[src/sil_pkg.sv]
// constants, codes and carrier types for the status indicator block
// assumes a 50 MHz device clock and event levels from the same domain
package sil_pkg;

  // ************************************************************
  // timing
  // ************************************************************
  localparam int CLK_FREQ_KHZ    = 50000;
  localparam int STRETCH_SHORT_MS = 30;
  localparam int STRETCH_MID_MS   = 60;
  localparam int STRETCH_LONG_MS  = 100;
  localparam int BLINK_FAST_MS    = 100;
  localparam int BLINK_SLOW_MS    = 500;
  localparam int STRETCH_SHORT_CYC = STRETCH_SHORT_MS * CLK_FREQ_KHZ;
  localparam int STRETCH_MID_CYC   = STRETCH_MID_MS * CLK_FREQ_KHZ;
  localparam int STRETCH_LONG_CYC  = STRETCH_LONG_MS * CLK_FREQ_KHZ;
  localparam int BLINK_FAST_CYC    = BLINK_FAST_MS * CLK_FREQ_KHZ;
  localparam int BLINK_SLOW_CYC    = BLINK_SLOW_MS * CLK_FREQ_KHZ;
  localparam int CNT_W             = 26;

  // ************************************************************
  // register map
  // ************************************************************
  localparam int          ADDR_W        = 8;
  localparam int          DATA_W        = 32;
  localparam int          CFG_W         = 16;
  localparam logic [7:0]  CFG_OFFSET    = 8'h14;
  localparam logic [7:0]  STATUS_OFFSET = 8'h18;
  localparam logic [15:0] CFG_RESET     = 16'h0422;
  localparam int          SEL_A_LSB     = 12;
  localparam int          SEL_B_LSB     = 8;
  localparam int          SEL_C_LSB     = 4;
  localparam int          IVL_LSB       = 2;
  localparam int          STRETCH_BIT   = 1;
  localparam int          RSVD_BIT      = 0;
  localparam int          STAT_IND_LSB  = 0;
  localparam int          STAT_HELD_LSB = 4;
  localparam int          SEL_W         = 4;
  localparam int          IVL_W         = 2;
  localparam int          NUM_IND       = 3;
  localparam int          NUM_EVT       = 4;
  localparam int          EVT_TX        = 0;
  localparam int          EVT_RX        = 1;
  localparam int          EVT_COL       = 2;
  localparam int          EVT_ACT       = 3;

  // ************************************************************
  // codes and carrier
  // ************************************************************
  typedef enum logic [3:0] {
    SEL_SPEED    = 4'h0, SEL_TX       = 4'h1, SEL_RX      = 4'h2,
    SEL_COL      = 4'h3, SEL_LINK     = 4'h4, SEL_DUPLEX  = 4'h5,
    SEL_UNUSED_6 = 4'h6, SEL_ACT      = 4'h7, SEL_ON      = 4'h8,
    SEL_OFF      = 4'h9, SEL_FAST     = 4'hA, SEL_SLOW    = 4'hB,
    SEL_LINK_RX  = 4'hC, SEL_LINK_ACT = 4'hD, SEL_DUP_COL = 4'hE,
    SEL_UNUSED_F = 4'hF
  } sil_sel_t;

  typedef enum logic [1:0] {
    IVL_SHORT = 2'h0, IVL_MID = 2'h1, IVL_LONG = 2'h2, IVL_RSVD = 2'h3
  } sil_ivl_t;

  typedef struct packed {
    logic speed;
    logic link;
    logic duplex;
    logic tx;
    logic rx;
    logic col;
    logic act;
    logic rx_held;
    logic act_held;
    logic col_held;
    logic blink_fast;
    logic blink_slow;
  } sil_src_t;

endpackage

[src/sil_parts.sv]
// event stretcher and per-indicator source selector
// assumes sys_clk_in / rst_in of the owning top and same-domain inputs
`timescale 1ns/1ps

// ************************************************************
// stretcher: holds an event for len_in cycles, restarting
// ************************************************************
module sil_stretch
  import sil_pkg::*;
(
  input  wire logic             sys_clk_in,
  input  wire logic             rst_in,
  input  wire logic             event_in,
  input  wire logic [CNT_W-1:0] len_in,
  output logic                  held_out
);
  logic [CNT_W-1:0] cnt_reg;
  logic [CNT_W-1:0] cnt_next;

  always_comb begin
    cnt_next = cnt_reg;
    if (event_in) begin
      cnt_next = len_in;
    end else if (cnt_reg != '0) begin
      cnt_next = cnt_reg - CNT_W'(1);
    end
  end

  always_ff @(posedge sys_clk_in) begin
    if (rst_in) begin
      cnt_reg <= '0;
    end else begin
      cnt_reg <= cnt_next;
    end
  end

  assign held_out = (cnt_reg != '0);
endmodule

// ************************************************************
// selector: one registered indicator per instance
// ************************************************************
module sil_channel
  import sil_pkg::*;
(
  input  wire logic     sys_clk_in,
  input  wire logic     rst_in,
  input  wire sil_sel_t sel_in,
  input  wire sil_src_t src_in,
  output logic          ind_out
);
  logic ind_reg;
  logic ind_next;

  always_comb begin
    ind_next = 1'b0;
    unique case (sel_in)
      SEL_SPEED:    ind_next = src_in.speed;
      SEL_TX:       ind_next = src_in.tx;
      SEL_RX:       ind_next = src_in.rx;
      SEL_COL:      ind_next = src_in.col;
      SEL_LINK:     ind_next = src_in.link;
      SEL_DUPLEX:   ind_next = src_in.duplex;
      SEL_UNUSED_6: ind_next = 1'b0;
      SEL_ACT:      ind_next = src_in.act;
      SEL_ON:       ind_next = 1'b1;
      SEL_OFF:      ind_next = 1'b0;
      SEL_FAST:     ind_next = src_in.blink_fast;
      SEL_SLOW:     ind_next = src_in.blink_slow;
      // events flip the solid link or duplex state, whether it is on or off
      SEL_LINK_RX:  ind_next = src_in.link ^ src_in.rx_held;
      SEL_LINK_ACT: ind_next = src_in.link ^ src_in.act_held;
      SEL_DUP_COL:  ind_next = src_in.duplex ^ src_in.col_held;
      SEL_UNUSED_F: ind_next = 1'b0;
    endcase
  end

  always_ff @(posedge sys_clk_in) begin
    if (rst_in) begin
      ind_reg <= 1'b0;
    end else begin
      ind_reg <= ind_next;
    end
  end

  assign ind_out = ind_reg;
endmodule

[src/sil_top.sv]
// status indicator driver: config register, stretchers, blink, muxes
// assumes an Avalon-MM master on sys_clk_in and same-domain event levels
// Notes on behaviour
// - indicator A select bits 15:12, reset speed
// - codes 1,2,3 show tx, rx, collision stretched
// - codes 4,5 link/duplex; 7 activity; 6 unused
// - codes 8..B force on, off, fast, slow
// - codes C,D,E combined displays; F unused
// - link solid; receive/activity events toggle it
// - full duplex solid; collisions toggle it
// - combined displays always stretch events
// - indicator B select bits 11:8, reset link
// - interval select: 30, 60, 100 ms
// - stretch enable bit, reset one
`timescale 1ns/1ps

module sil_top
  import sil_pkg::*;
#(
  parameter int STRETCH_SHORT = STRETCH_SHORT_CYC,
  parameter int STRETCH_MID   = STRETCH_MID_CYC,
  parameter int STRETCH_LONG  = STRETCH_LONG_CYC,
  parameter int BLINK_FAST    = BLINK_FAST_CYC,
  parameter int BLINK_SLOW    = BLINK_SLOW_CYC
)(
  input  wire logic              sys_clk_in,
  input  wire logic              rst_in,
  input  wire logic [ADDR_W-1:0] avs_address_in,
  input  wire logic              avs_read_in,
  input  wire logic              avs_write_in,
  input  wire logic [DATA_W-1:0] avs_writedata_in,
  input  wire logic [3:0]        avs_byteenable_in,
  output logic      [DATA_W-1:0] avs_readdata_out,
  output logic                   avs_waitrequest_out,
  input  wire logic              speed_in,
  input  wire logic              link_in,
  input  wire logic              duplex_in,
  input  wire logic              tx_in,
  input  wire logic              rx_in,
  input  wire logic              col_in,
  output logic     [NUM_IND-1:0] indicator_out
);

  // ************************************************************
  // elaboration checks
  // ************************************************************
  initial begin
    if (STRETCH_SHORT < 4 || STRETCH_MID < 4 || STRETCH_LONG < 4 ||
        STRETCH_LONG >= (1 << CNT_W) || STRETCH_MID >= (1 << CNT_W) ||
        STRETCH_SHORT >= (1 << CNT_W)) begin
      $error("stretch length out of range");
    end
    if (BLINK_FAST < 1 || BLINK_SLOW < 1 || BLINK_SLOW >= (1 << CNT_W) ||
        BLINK_FAST >= (1 << CNT_W)) begin
      $error("blink length out of range");
    end
  end

  // ************************************************************
  // register slave
  // ************************************************************
  logic [CFG_W-1:0]  cfg_reg;
  logic [CFG_W-1:0]  cfg_next;
  logic              ack_reg;
  logic              ack_next;
  logic [DATA_W-1:0] rdata_reg;
  logic [DATA_W-1:0] rdata_next;
  logic [NUM_EVT-1:0] held;
  logic [NUM_IND-1:0] ind;
  logic              blink_fast_reg;
  logic              blink_fast_next;
  logic              blink_slow_reg;
  logic              blink_slow_next;

  function automatic logic [DATA_W-1:0] read_word(
    input logic [ADDR_W-1:0] addr,
    input logic [CFG_W-1:0]  cfg,
    input logic [NUM_IND-1:0] inds,
    input logic [NUM_EVT-1:0] helds
  );
    logic [DATA_W-1:0] w;
    w = '0;
    if (addr == CFG_OFFSET) begin
      w[CFG_W-1:0] = cfg;
      w[RSVD_BIT] = 1'b0;
    end else if (addr == STATUS_OFFSET) begin
      w[STAT_IND_LSB +: NUM_IND]  = inds;
      w[STAT_HELD_LSB +: NUM_EVT] = helds;
    end
    return w;
  endfunction

  // one wait cycle, then the answer for one cycle
  always_comb begin
    cfg_next   = cfg_reg;
    ack_next   = 1'b0;
    rdata_next = rdata_reg;
    if ((avs_read_in || avs_write_in) && !ack_reg) begin
      ack_next   = 1'b1;
      rdata_next = read_word(avs_address_in, cfg_reg, ind, held);
    end
    if (avs_write_in && ack_reg && avs_address_in == CFG_OFFSET) begin
      if (avs_byteenable_in[0]) begin
        cfg_next[7:0] = avs_writedata_in[7:0];
      end
      if (avs_byteenable_in[1]) begin
        cfg_next[15:8] = avs_writedata_in[15:8];
      end
      cfg_next[RSVD_BIT] = 1'b0;
    end
  end

  always_ff @(posedge sys_clk_in) begin
    if (rst_in) begin
      cfg_reg   <= CFG_RESET;
      ack_reg   <= 1'b0;
      rdata_reg <= '0;
    end else begin
      cfg_reg   <= cfg_next;
      ack_reg   <= ack_next;
      rdata_reg <= rdata_next;
    end
  end

  assign avs_readdata_out    = rdata_reg;
  assign avs_waitrequest_out = !ack_reg;

  // ************************************************************
  // field decode
  // ************************************************************
  sil_sel_t         sel [NUM_IND];
  sil_ivl_t         ivl;
  logic             stretch_en;
  logic [CNT_W-1:0] len;

  assign sel[0]     = sil_sel_t'(cfg_reg[SEL_A_LSB +: SEL_W]);
  assign sel[1]     = sil_sel_t'(cfg_reg[SEL_B_LSB +: SEL_W]);
  assign sel[2]     = sil_sel_t'(cfg_reg[SEL_C_LSB +: SEL_W]);
  assign ivl        = sil_ivl_t'(cfg_reg[IVL_LSB +: IVL_W]);
  assign stretch_en = cfg_reg[STRETCH_BIT];

  always_comb begin
    len = CNT_W'(STRETCH_SHORT);
    unique case (ivl)
      IVL_SHORT: len = CNT_W'(STRETCH_SHORT);
      IVL_MID:   len = CNT_W'(STRETCH_MID);
      IVL_LONG:  len = CNT_W'(STRETCH_LONG);
      IVL_RSVD:  len = CNT_W'(STRETCH_SHORT);
    endcase
  end

  // ************************************************************
  // event stretchers
  // ************************************************************
  logic [NUM_EVT-1:0] raw;
  assign raw[EVT_TX]  = tx_in;
  assign raw[EVT_RX]  = rx_in;
  assign raw[EVT_COL] = col_in;
  assign raw[EVT_ACT] = tx_in | rx_in;

  genvar gi;
  generate
    for (gi = 0; gi < NUM_EVT; gi++) begin : g_evt
      sil_stretch u_stretch (
        .sys_clk_in (sys_clk_in),
        .rst_in     (rst_in),
        .event_in   (raw[gi]),
        .len_in     (len),
        .held_out   (held[gi])
      );
    end
  endgenerate

  // ************************************************************
  // test blink generators
  // ************************************************************
  logic [CNT_W-1:0] fast_cnt_reg;
  logic [CNT_W-1:0] fast_cnt_next;
  logic [CNT_W-1:0] slow_cnt_reg;
  logic [CNT_W-1:0] slow_cnt_next;

  always_comb begin
    fast_cnt_next   = fast_cnt_reg + CNT_W'(1);
    blink_fast_next = blink_fast_reg;
    slow_cnt_next   = slow_cnt_reg + CNT_W'(1);
    blink_slow_next = blink_slow_reg;
    if (fast_cnt_reg >= CNT_W'(BLINK_FAST - 1)) begin
      fast_cnt_next   = '0;
      blink_fast_next = !blink_fast_reg;
    end
    if (slow_cnt_reg >= CNT_W'(BLINK_SLOW - 1)) begin
      slow_cnt_next   = '0;
      blink_slow_next = !blink_slow_reg;
    end
  end

  always_ff @(posedge sys_clk_in) begin
    if (rst_in) begin
      fast_cnt_reg   <= '0;
      slow_cnt_reg   <= '0;
      blink_fast_reg <= 1'b0;
      blink_slow_reg <= 1'b0;
    end else begin
      fast_cnt_reg   <= fast_cnt_next;
      slow_cnt_reg   <= slow_cnt_next;
      blink_fast_reg <= blink_fast_next;
      blink_slow_reg <= blink_slow_next;
    end
  end

  // ************************************************************
  // sources and indicator channels
  // ************************************************************
  sil_src_t src;

  always_comb begin
    src.speed      = speed_in;
    src.link       = link_in;
    src.duplex     = duplex_in;
    src.tx         = stretch_en ? held[EVT_TX]  : tx_in;
    src.rx         = stretch_en ? held[EVT_RX]  : rx_in;
    src.col        = stretch_en ? held[EVT_COL] : col_in;
    src.act        = stretch_en ? held[EVT_ACT] : raw[EVT_ACT];
    src.rx_held    = held[EVT_RX];
    src.act_held   = held[EVT_ACT];
    src.col_held   = held[EVT_COL];
    src.blink_fast = blink_fast_reg;
    src.blink_slow = blink_slow_reg;
  end

  generate
    for (gi = 0; gi < NUM_IND; gi++) begin : g_ind
      sil_channel u_channel (
        .sys_clk_in (sys_clk_in),
        .rst_in     (rst_in),
        .sel_in     (sel[gi]),
        .src_in     (src),
        .ind_out    (ind[gi])
      );
    end
  endgenerate

  assign indicator_out = ind;
endmodule

[config.mk]
export PLATFORM = sky130hd
export DESIGN_NAME = sil_top
export DESIGN_NICKNAME = d
export VERILOG_FILES = /design/src/sil_pkg.sv /design/src/sil_parts.sv /design/src/sil_top.sv
export SDC_FILE = /design/constraint.sdc
export NUM_CORES = 1
export LEC_CHECK = 0
export BUFFER_PORTS_ARGS = -buffer_cell sky130_fd_sc_hd__buf_4
export CORE_MARGIN = 2
export CORE_UTILIZATION = 64
export CTS_CLUSTER_SIZE = 10
export DETAILED_ROUTE_END_ITERATION = 10
export PLACE_DENSITY = 0.84
export SLEW_MARGIN = 0
export SYNTH_ARGS = -nofsm -noshare
export SYNTH_HDL_FRONTEND = slang
export SYNTH_SLANG_ARGS = --single-unit
[constraint.sdc]
create_clock -name sys_clk_in -period 7.6 [get_ports sys_clk_in]
set_input_delay 0.38 -clock sys_clk_in [delete_from_list [all_inputs] [get_ports sys_clk_in]]
set_output_delay 0.38 -clock sys_clk_in [all_outputs]
set_load 0.02 [all_outputs]
==> run_results.csv <==
group,metric,value,unit
status,status,"completed",
route,first_pass_iters,5,
floorplanning,die-area,15940,sq um
worst_setup_path,r2r-end,"g_ind[1].u_channel.ind_out$_SDFF_PP0_",
floorplanning,initial_core_util,65.57,%
min_path,hold_start,"avs_writedata_in[15]",
route,drc,0,
floorplanning,die_h,126.3,microns
layout,n_antenna_cell,0,
power,power_switching,0.0005773,W
power,comb_power_share,11.4,%
sta,tns,0,ns
synth,seq_area_frac_synth,40.39,%
global_routing,grt_pass1_vias,7606,
synth,netlist_area,9567,sq um
power,switching_share,25.26,%
clock_tree,numCtsBuffers,17,
placed_design,io_buffer_count,54,
synth,synth_top_flop_cell,"dfxtp_1",
route,vias,8135,
synth,synth_top_cell_area_share,40.39,%
synth,avgSynthCellArea,8.283,sq um
sta,tightestPinTransition,1.213,ns
sta,finClkSkew,0.01005,ns
synth,syn-instance-count,1155,
worst_setup_path,crit_path_end_kind,"register",
clock_tree,cts_tree,"built",
global_routing,overflow,0,
worst_setup_path,worstPathMaxFanout,16,
layout,syn2layout_area_growth,10.48,%
global_routing,grt_use_total,26.55,%
power,p_per_area,216.3,nW/um^2
sta,period_share,44.13,%
power,power_frac_seq,47.6,%
layout,fillers,1131,
global_routing,grt_start_max_net_pins,80,
sta,maxSlewHeadroom,18.62,%
sta,clock.fmax,0.2982,GHz
clock_tree,insertion_delay,0.44,ns
floorplanning,row_count,44,
layout,fin_util,72.44,%
route,antenna_left,0,
sta,finalSetupViolations,0,
synth,yosys.area.top_type,"dfxtp_1",
worst_setup_path,cp.required,7.87,ns
worst_setup_path,slowest_delay,0.67,ns
power,power.internal,0.001708,W
route,vias_per_cell,5.929,
route,drt_wl_total,20890,microns
power,p_leak,4.051,nW
worst_setup_path,crit_buf_inv,1,
power,power,0.002286,W
power,ir_worst_vdd,341.8,uV
clock_tree,hold_buffers,0,
layout,fin_nets,1239,
worst_setup_path,rr_worst_depth,8,
floorplanning,die_w,126.3,microns
global_routing,antenna_found_initial,0,
worst_setup_path,critPathTopFamily,"simple AND/OR/NAND/NOR gates",
min_path,hold_depth,3,
synth,yosysWarnings,0,
clock_tree,ctsResizeCount,0,
sta,finalMaxSlewViolations,0,
min_path,worstHoldEndpoint,"cfg_reg[15]$_SDFFE_PP0P_",
power,clkPwrFrac,40.9,%
global_routing,grt_pass1_wl,35460,microns
job,cap_viol_max_count,0,
layout,drive_gt1_share,8.838,%
worst_setup_path,r2r-start,"g_evt[3].u_stretch.cnt_reg[0]$_SDFFE_PP0P_",
min_path,min_path_type,"in -> reg",
sta,rsz0062_at_grt,"false",
synth,synthTopCellsByArea,"dfxtp_1 40%, xor2_1 7.2%, nor2_1 7.2%",
worst_setup_path,r2r_slack,4.25,ns
floorplanning,core,14590,sq um
sta,fin_crit,3.354,ns
route,wl_per_cell,15.23,microns
floorplanning,ioPinCount,90,
route,drt_first_iter_violations,707,
placed_design,gp_congestion,0.8987,
worst_setup_path,critPathArrivalTime,3.62,ns
layout,largest_reg_flops,104,
worst_setup_path,cp_cell_sequence,"inv_1, ha_1, or3b_2, or4_1, or3_1, a221o_1, a2111oi_2, a221oi_1",
worst_setup_path,crit_path_top_delay_cell,"or3_1",
synth,ys_seq_elements,193,
clock_tree,cts_root_buf,"clkbuf_16",
sta,hold_viol,0,
worst_setup_path,critical_path_class,"reg -> reg",
placed_design,place_hpwl,14160,microns
clock_tree,h-tree-depth,4,
worst_setup_path,start_kind,"register",
clock_tree,cts.sinks,193,
clock_tree,clk_pin_slew_worst_paths,0.07,ns
clock_tree,cts_max_path_buffers,2,
synth,postSynth.asyncResetShare,0,%
synth,yosys.cell_types.count,69,
clock_tree,cts_setup_buffers,0,
synth,synth-edff-count,0,
worst_setup_path,startpoint,"g_evt[3].u_stretch.cnt_reg[0]$_SDFFE_PP0P_",
-- synth_stat cells, types with 9 or more instances --
master,count
nand2b_1,18
nand3b_1,9
and3_1,9
mux2i_1,18
nand4_1,25
or2_2,9
or3_1,10
xnor2_1,55
clkbuf_1,50
a21oi_1,70
or4_1,18
nor2_1,183
nor3b_1,9
a211oi_1,17
buf_4,19
nand2_1,83
inv_1,32
dfxtp_1,193
nand4b_1,9
nor3_1,33
xor2_1,79
ha_1,9
nor4_1,29
nand3_1,52
-- logic make-up (layout without fill, tap and decap cells) --
| group | after synthesis | in the layout | share of synthesized area [%] |
|---|---|---|---|
| AOI/OAI and AO/OA | 164 | 164 | 11.34 |
| buffers and inverters | 108 | 122 | 5.009 |
| adders and majority gates | 9 | 9 | 1.177 |
| muxes | 19 | 19 | 2.001 |
| and+or+nand+nor | 527 | 527 | 27.78 |
| xor gates and xnor gates | 134 | 134 | 12.27 |
| other | 1 | 20 | 0.03920 |
| DFF | 193 | 193 | 40.39 |
-- cell usage in the layout, fill, tap and decap left out, types with 7 or more instances in the layout --
cell | synthesis | final
xor2_1 | 79 | 79
dfxtp_1 | 193 | 193
or3_1 | 10 | 10
nor4b_1 | 7 | 7
nor4_1 | 29 | 29
mux2i_1 | 18 | 18
nor3_1 | 33 | 33
a211o_1 | 7 | 7
buf_4 | 19 | 58
nand4_1 | 25 | 25
nand3b_1 | 9 | 9
conb_1 | 1 | 20
ha_1 | 9 | 9
clkbuf_16 | 0 | 17
nand4b_1 | 9 | 9
a21oi_1 | 70 | 70
inv_1 | 32 | 32
nand3_1 | 52 | 52
nand2b_1 | 18 | 18
nor3b_1 | 9 | 8
or2_2 | 9 | 9
nand2_1 | 83 | 83
nor2_1 | 183 | 183
a211oi_1 | 17 | 17
xnor2_1 | 55 | 55
and3_1 | 9 | 9
or4_1 | 18 | 18
a221oi_1 | 7 | 7
-- stage by stage --
| step | setup slack [ns] | cells | cell area, sq um | hold WS [ns] |
|---|---|---|---|---|
| final | 4.246 | 1372 | 10570 | 0.1720 |
| after global routing | 4.075 | 1372 | 10570 | 0.1694 |
| after CTS | 4.267 | 1372 | 10570 | 0.1672 |
| after detailed placement | 4.279 | 1341 | 9953 | 0.4303 |
| after global placement | 4.308 | 1341 | 9953 | 0.4258 |
| after floorplan | 4.787 | 1174 | 9638 | 0.4129 |
-- final cells by class --
| type | instances | area (sq um) | share of cell area (%) |
|---|---|---|---|
| clock buffer | 18 | 429.2 | 4.061 |
| clock inverter | 13 | 186.4 | 1.764 |
| inverter | 33 | 123.9 | 1.172 |
| multi-input combinational | 873 | 5300 | 50.15 |
| sequential | 193 | 3864 | 36.56 |
| tap | 184 | 230.2 | 2.178 |
| timing repair buffer | 58 | 435.4 | 4.120 |
-- worst reg2reg max path: stages (launching register included) --
cell and delay [ns]:
dfxtp_1 0.34, inv_1 0.07, ha_1 0.22, or3b_2 0.52
or4_1 0.49, or3_1 0.67, a221o_1 0.48, a2111oi_2 0.28
a221oi_1 0.13
-- routing by layer --
| layer | vias to the layer above | global-route usage, % | part of all wire (%) |
|---|---|---|---|
| li1 | 4056 | - | - |
| met1 | 3835 | 34.55 | 45 |
| met2 | 211 | 44.28 | 48 |
| met3 | 33 | 5.862 | 5.0 |
| met4 | 0 | 8.080 | 1.8 |
| met5 | - | 0 | 0 |
-- power by group through the flow --
stage | sequential [W] | clock, W | combinational [W]
after detailed placement | 0.00111 | 0 | 0.000255
after global routing | 0.00109 | 0.000996 | 0.000290
after floorplan | 0.00110 | 0 | 0.000202
after CTS | 0.00109 | 0.000952 | 0.000259
final | 0.00109 | 0.000936 | 0.000261
after global placement | 0.00111 | 0 | 0.000250
-- worst max-delay path by stage --
stage / endpoint / slack [ns] / depth (start not counted)
after floorplan: g_ind[1].u_channel.ind_out$_SDFF_PP0_ / 4.79 / 9
final: g_ind[1].u_channel.ind_out$_SDFF_PP0_ / 4.25 / 8
after global routing: g_ind[1].u_channel.ind_out$_SDFF_PP0_ / 4.08 / 8
after CTS: g_ind[1].u_channel.ind_out$_SDFF_PP0_ / 4.27 / 8
after detailed placement: g_ind[1].u_channel.ind_out$_SDFF_PP0_ / 4.28 / 8
after global placement: g_ind[1].u_channel.ind_out$_SDFF_PP0_ / 4.31 / 8
Power figures use the tool's default switching activity.
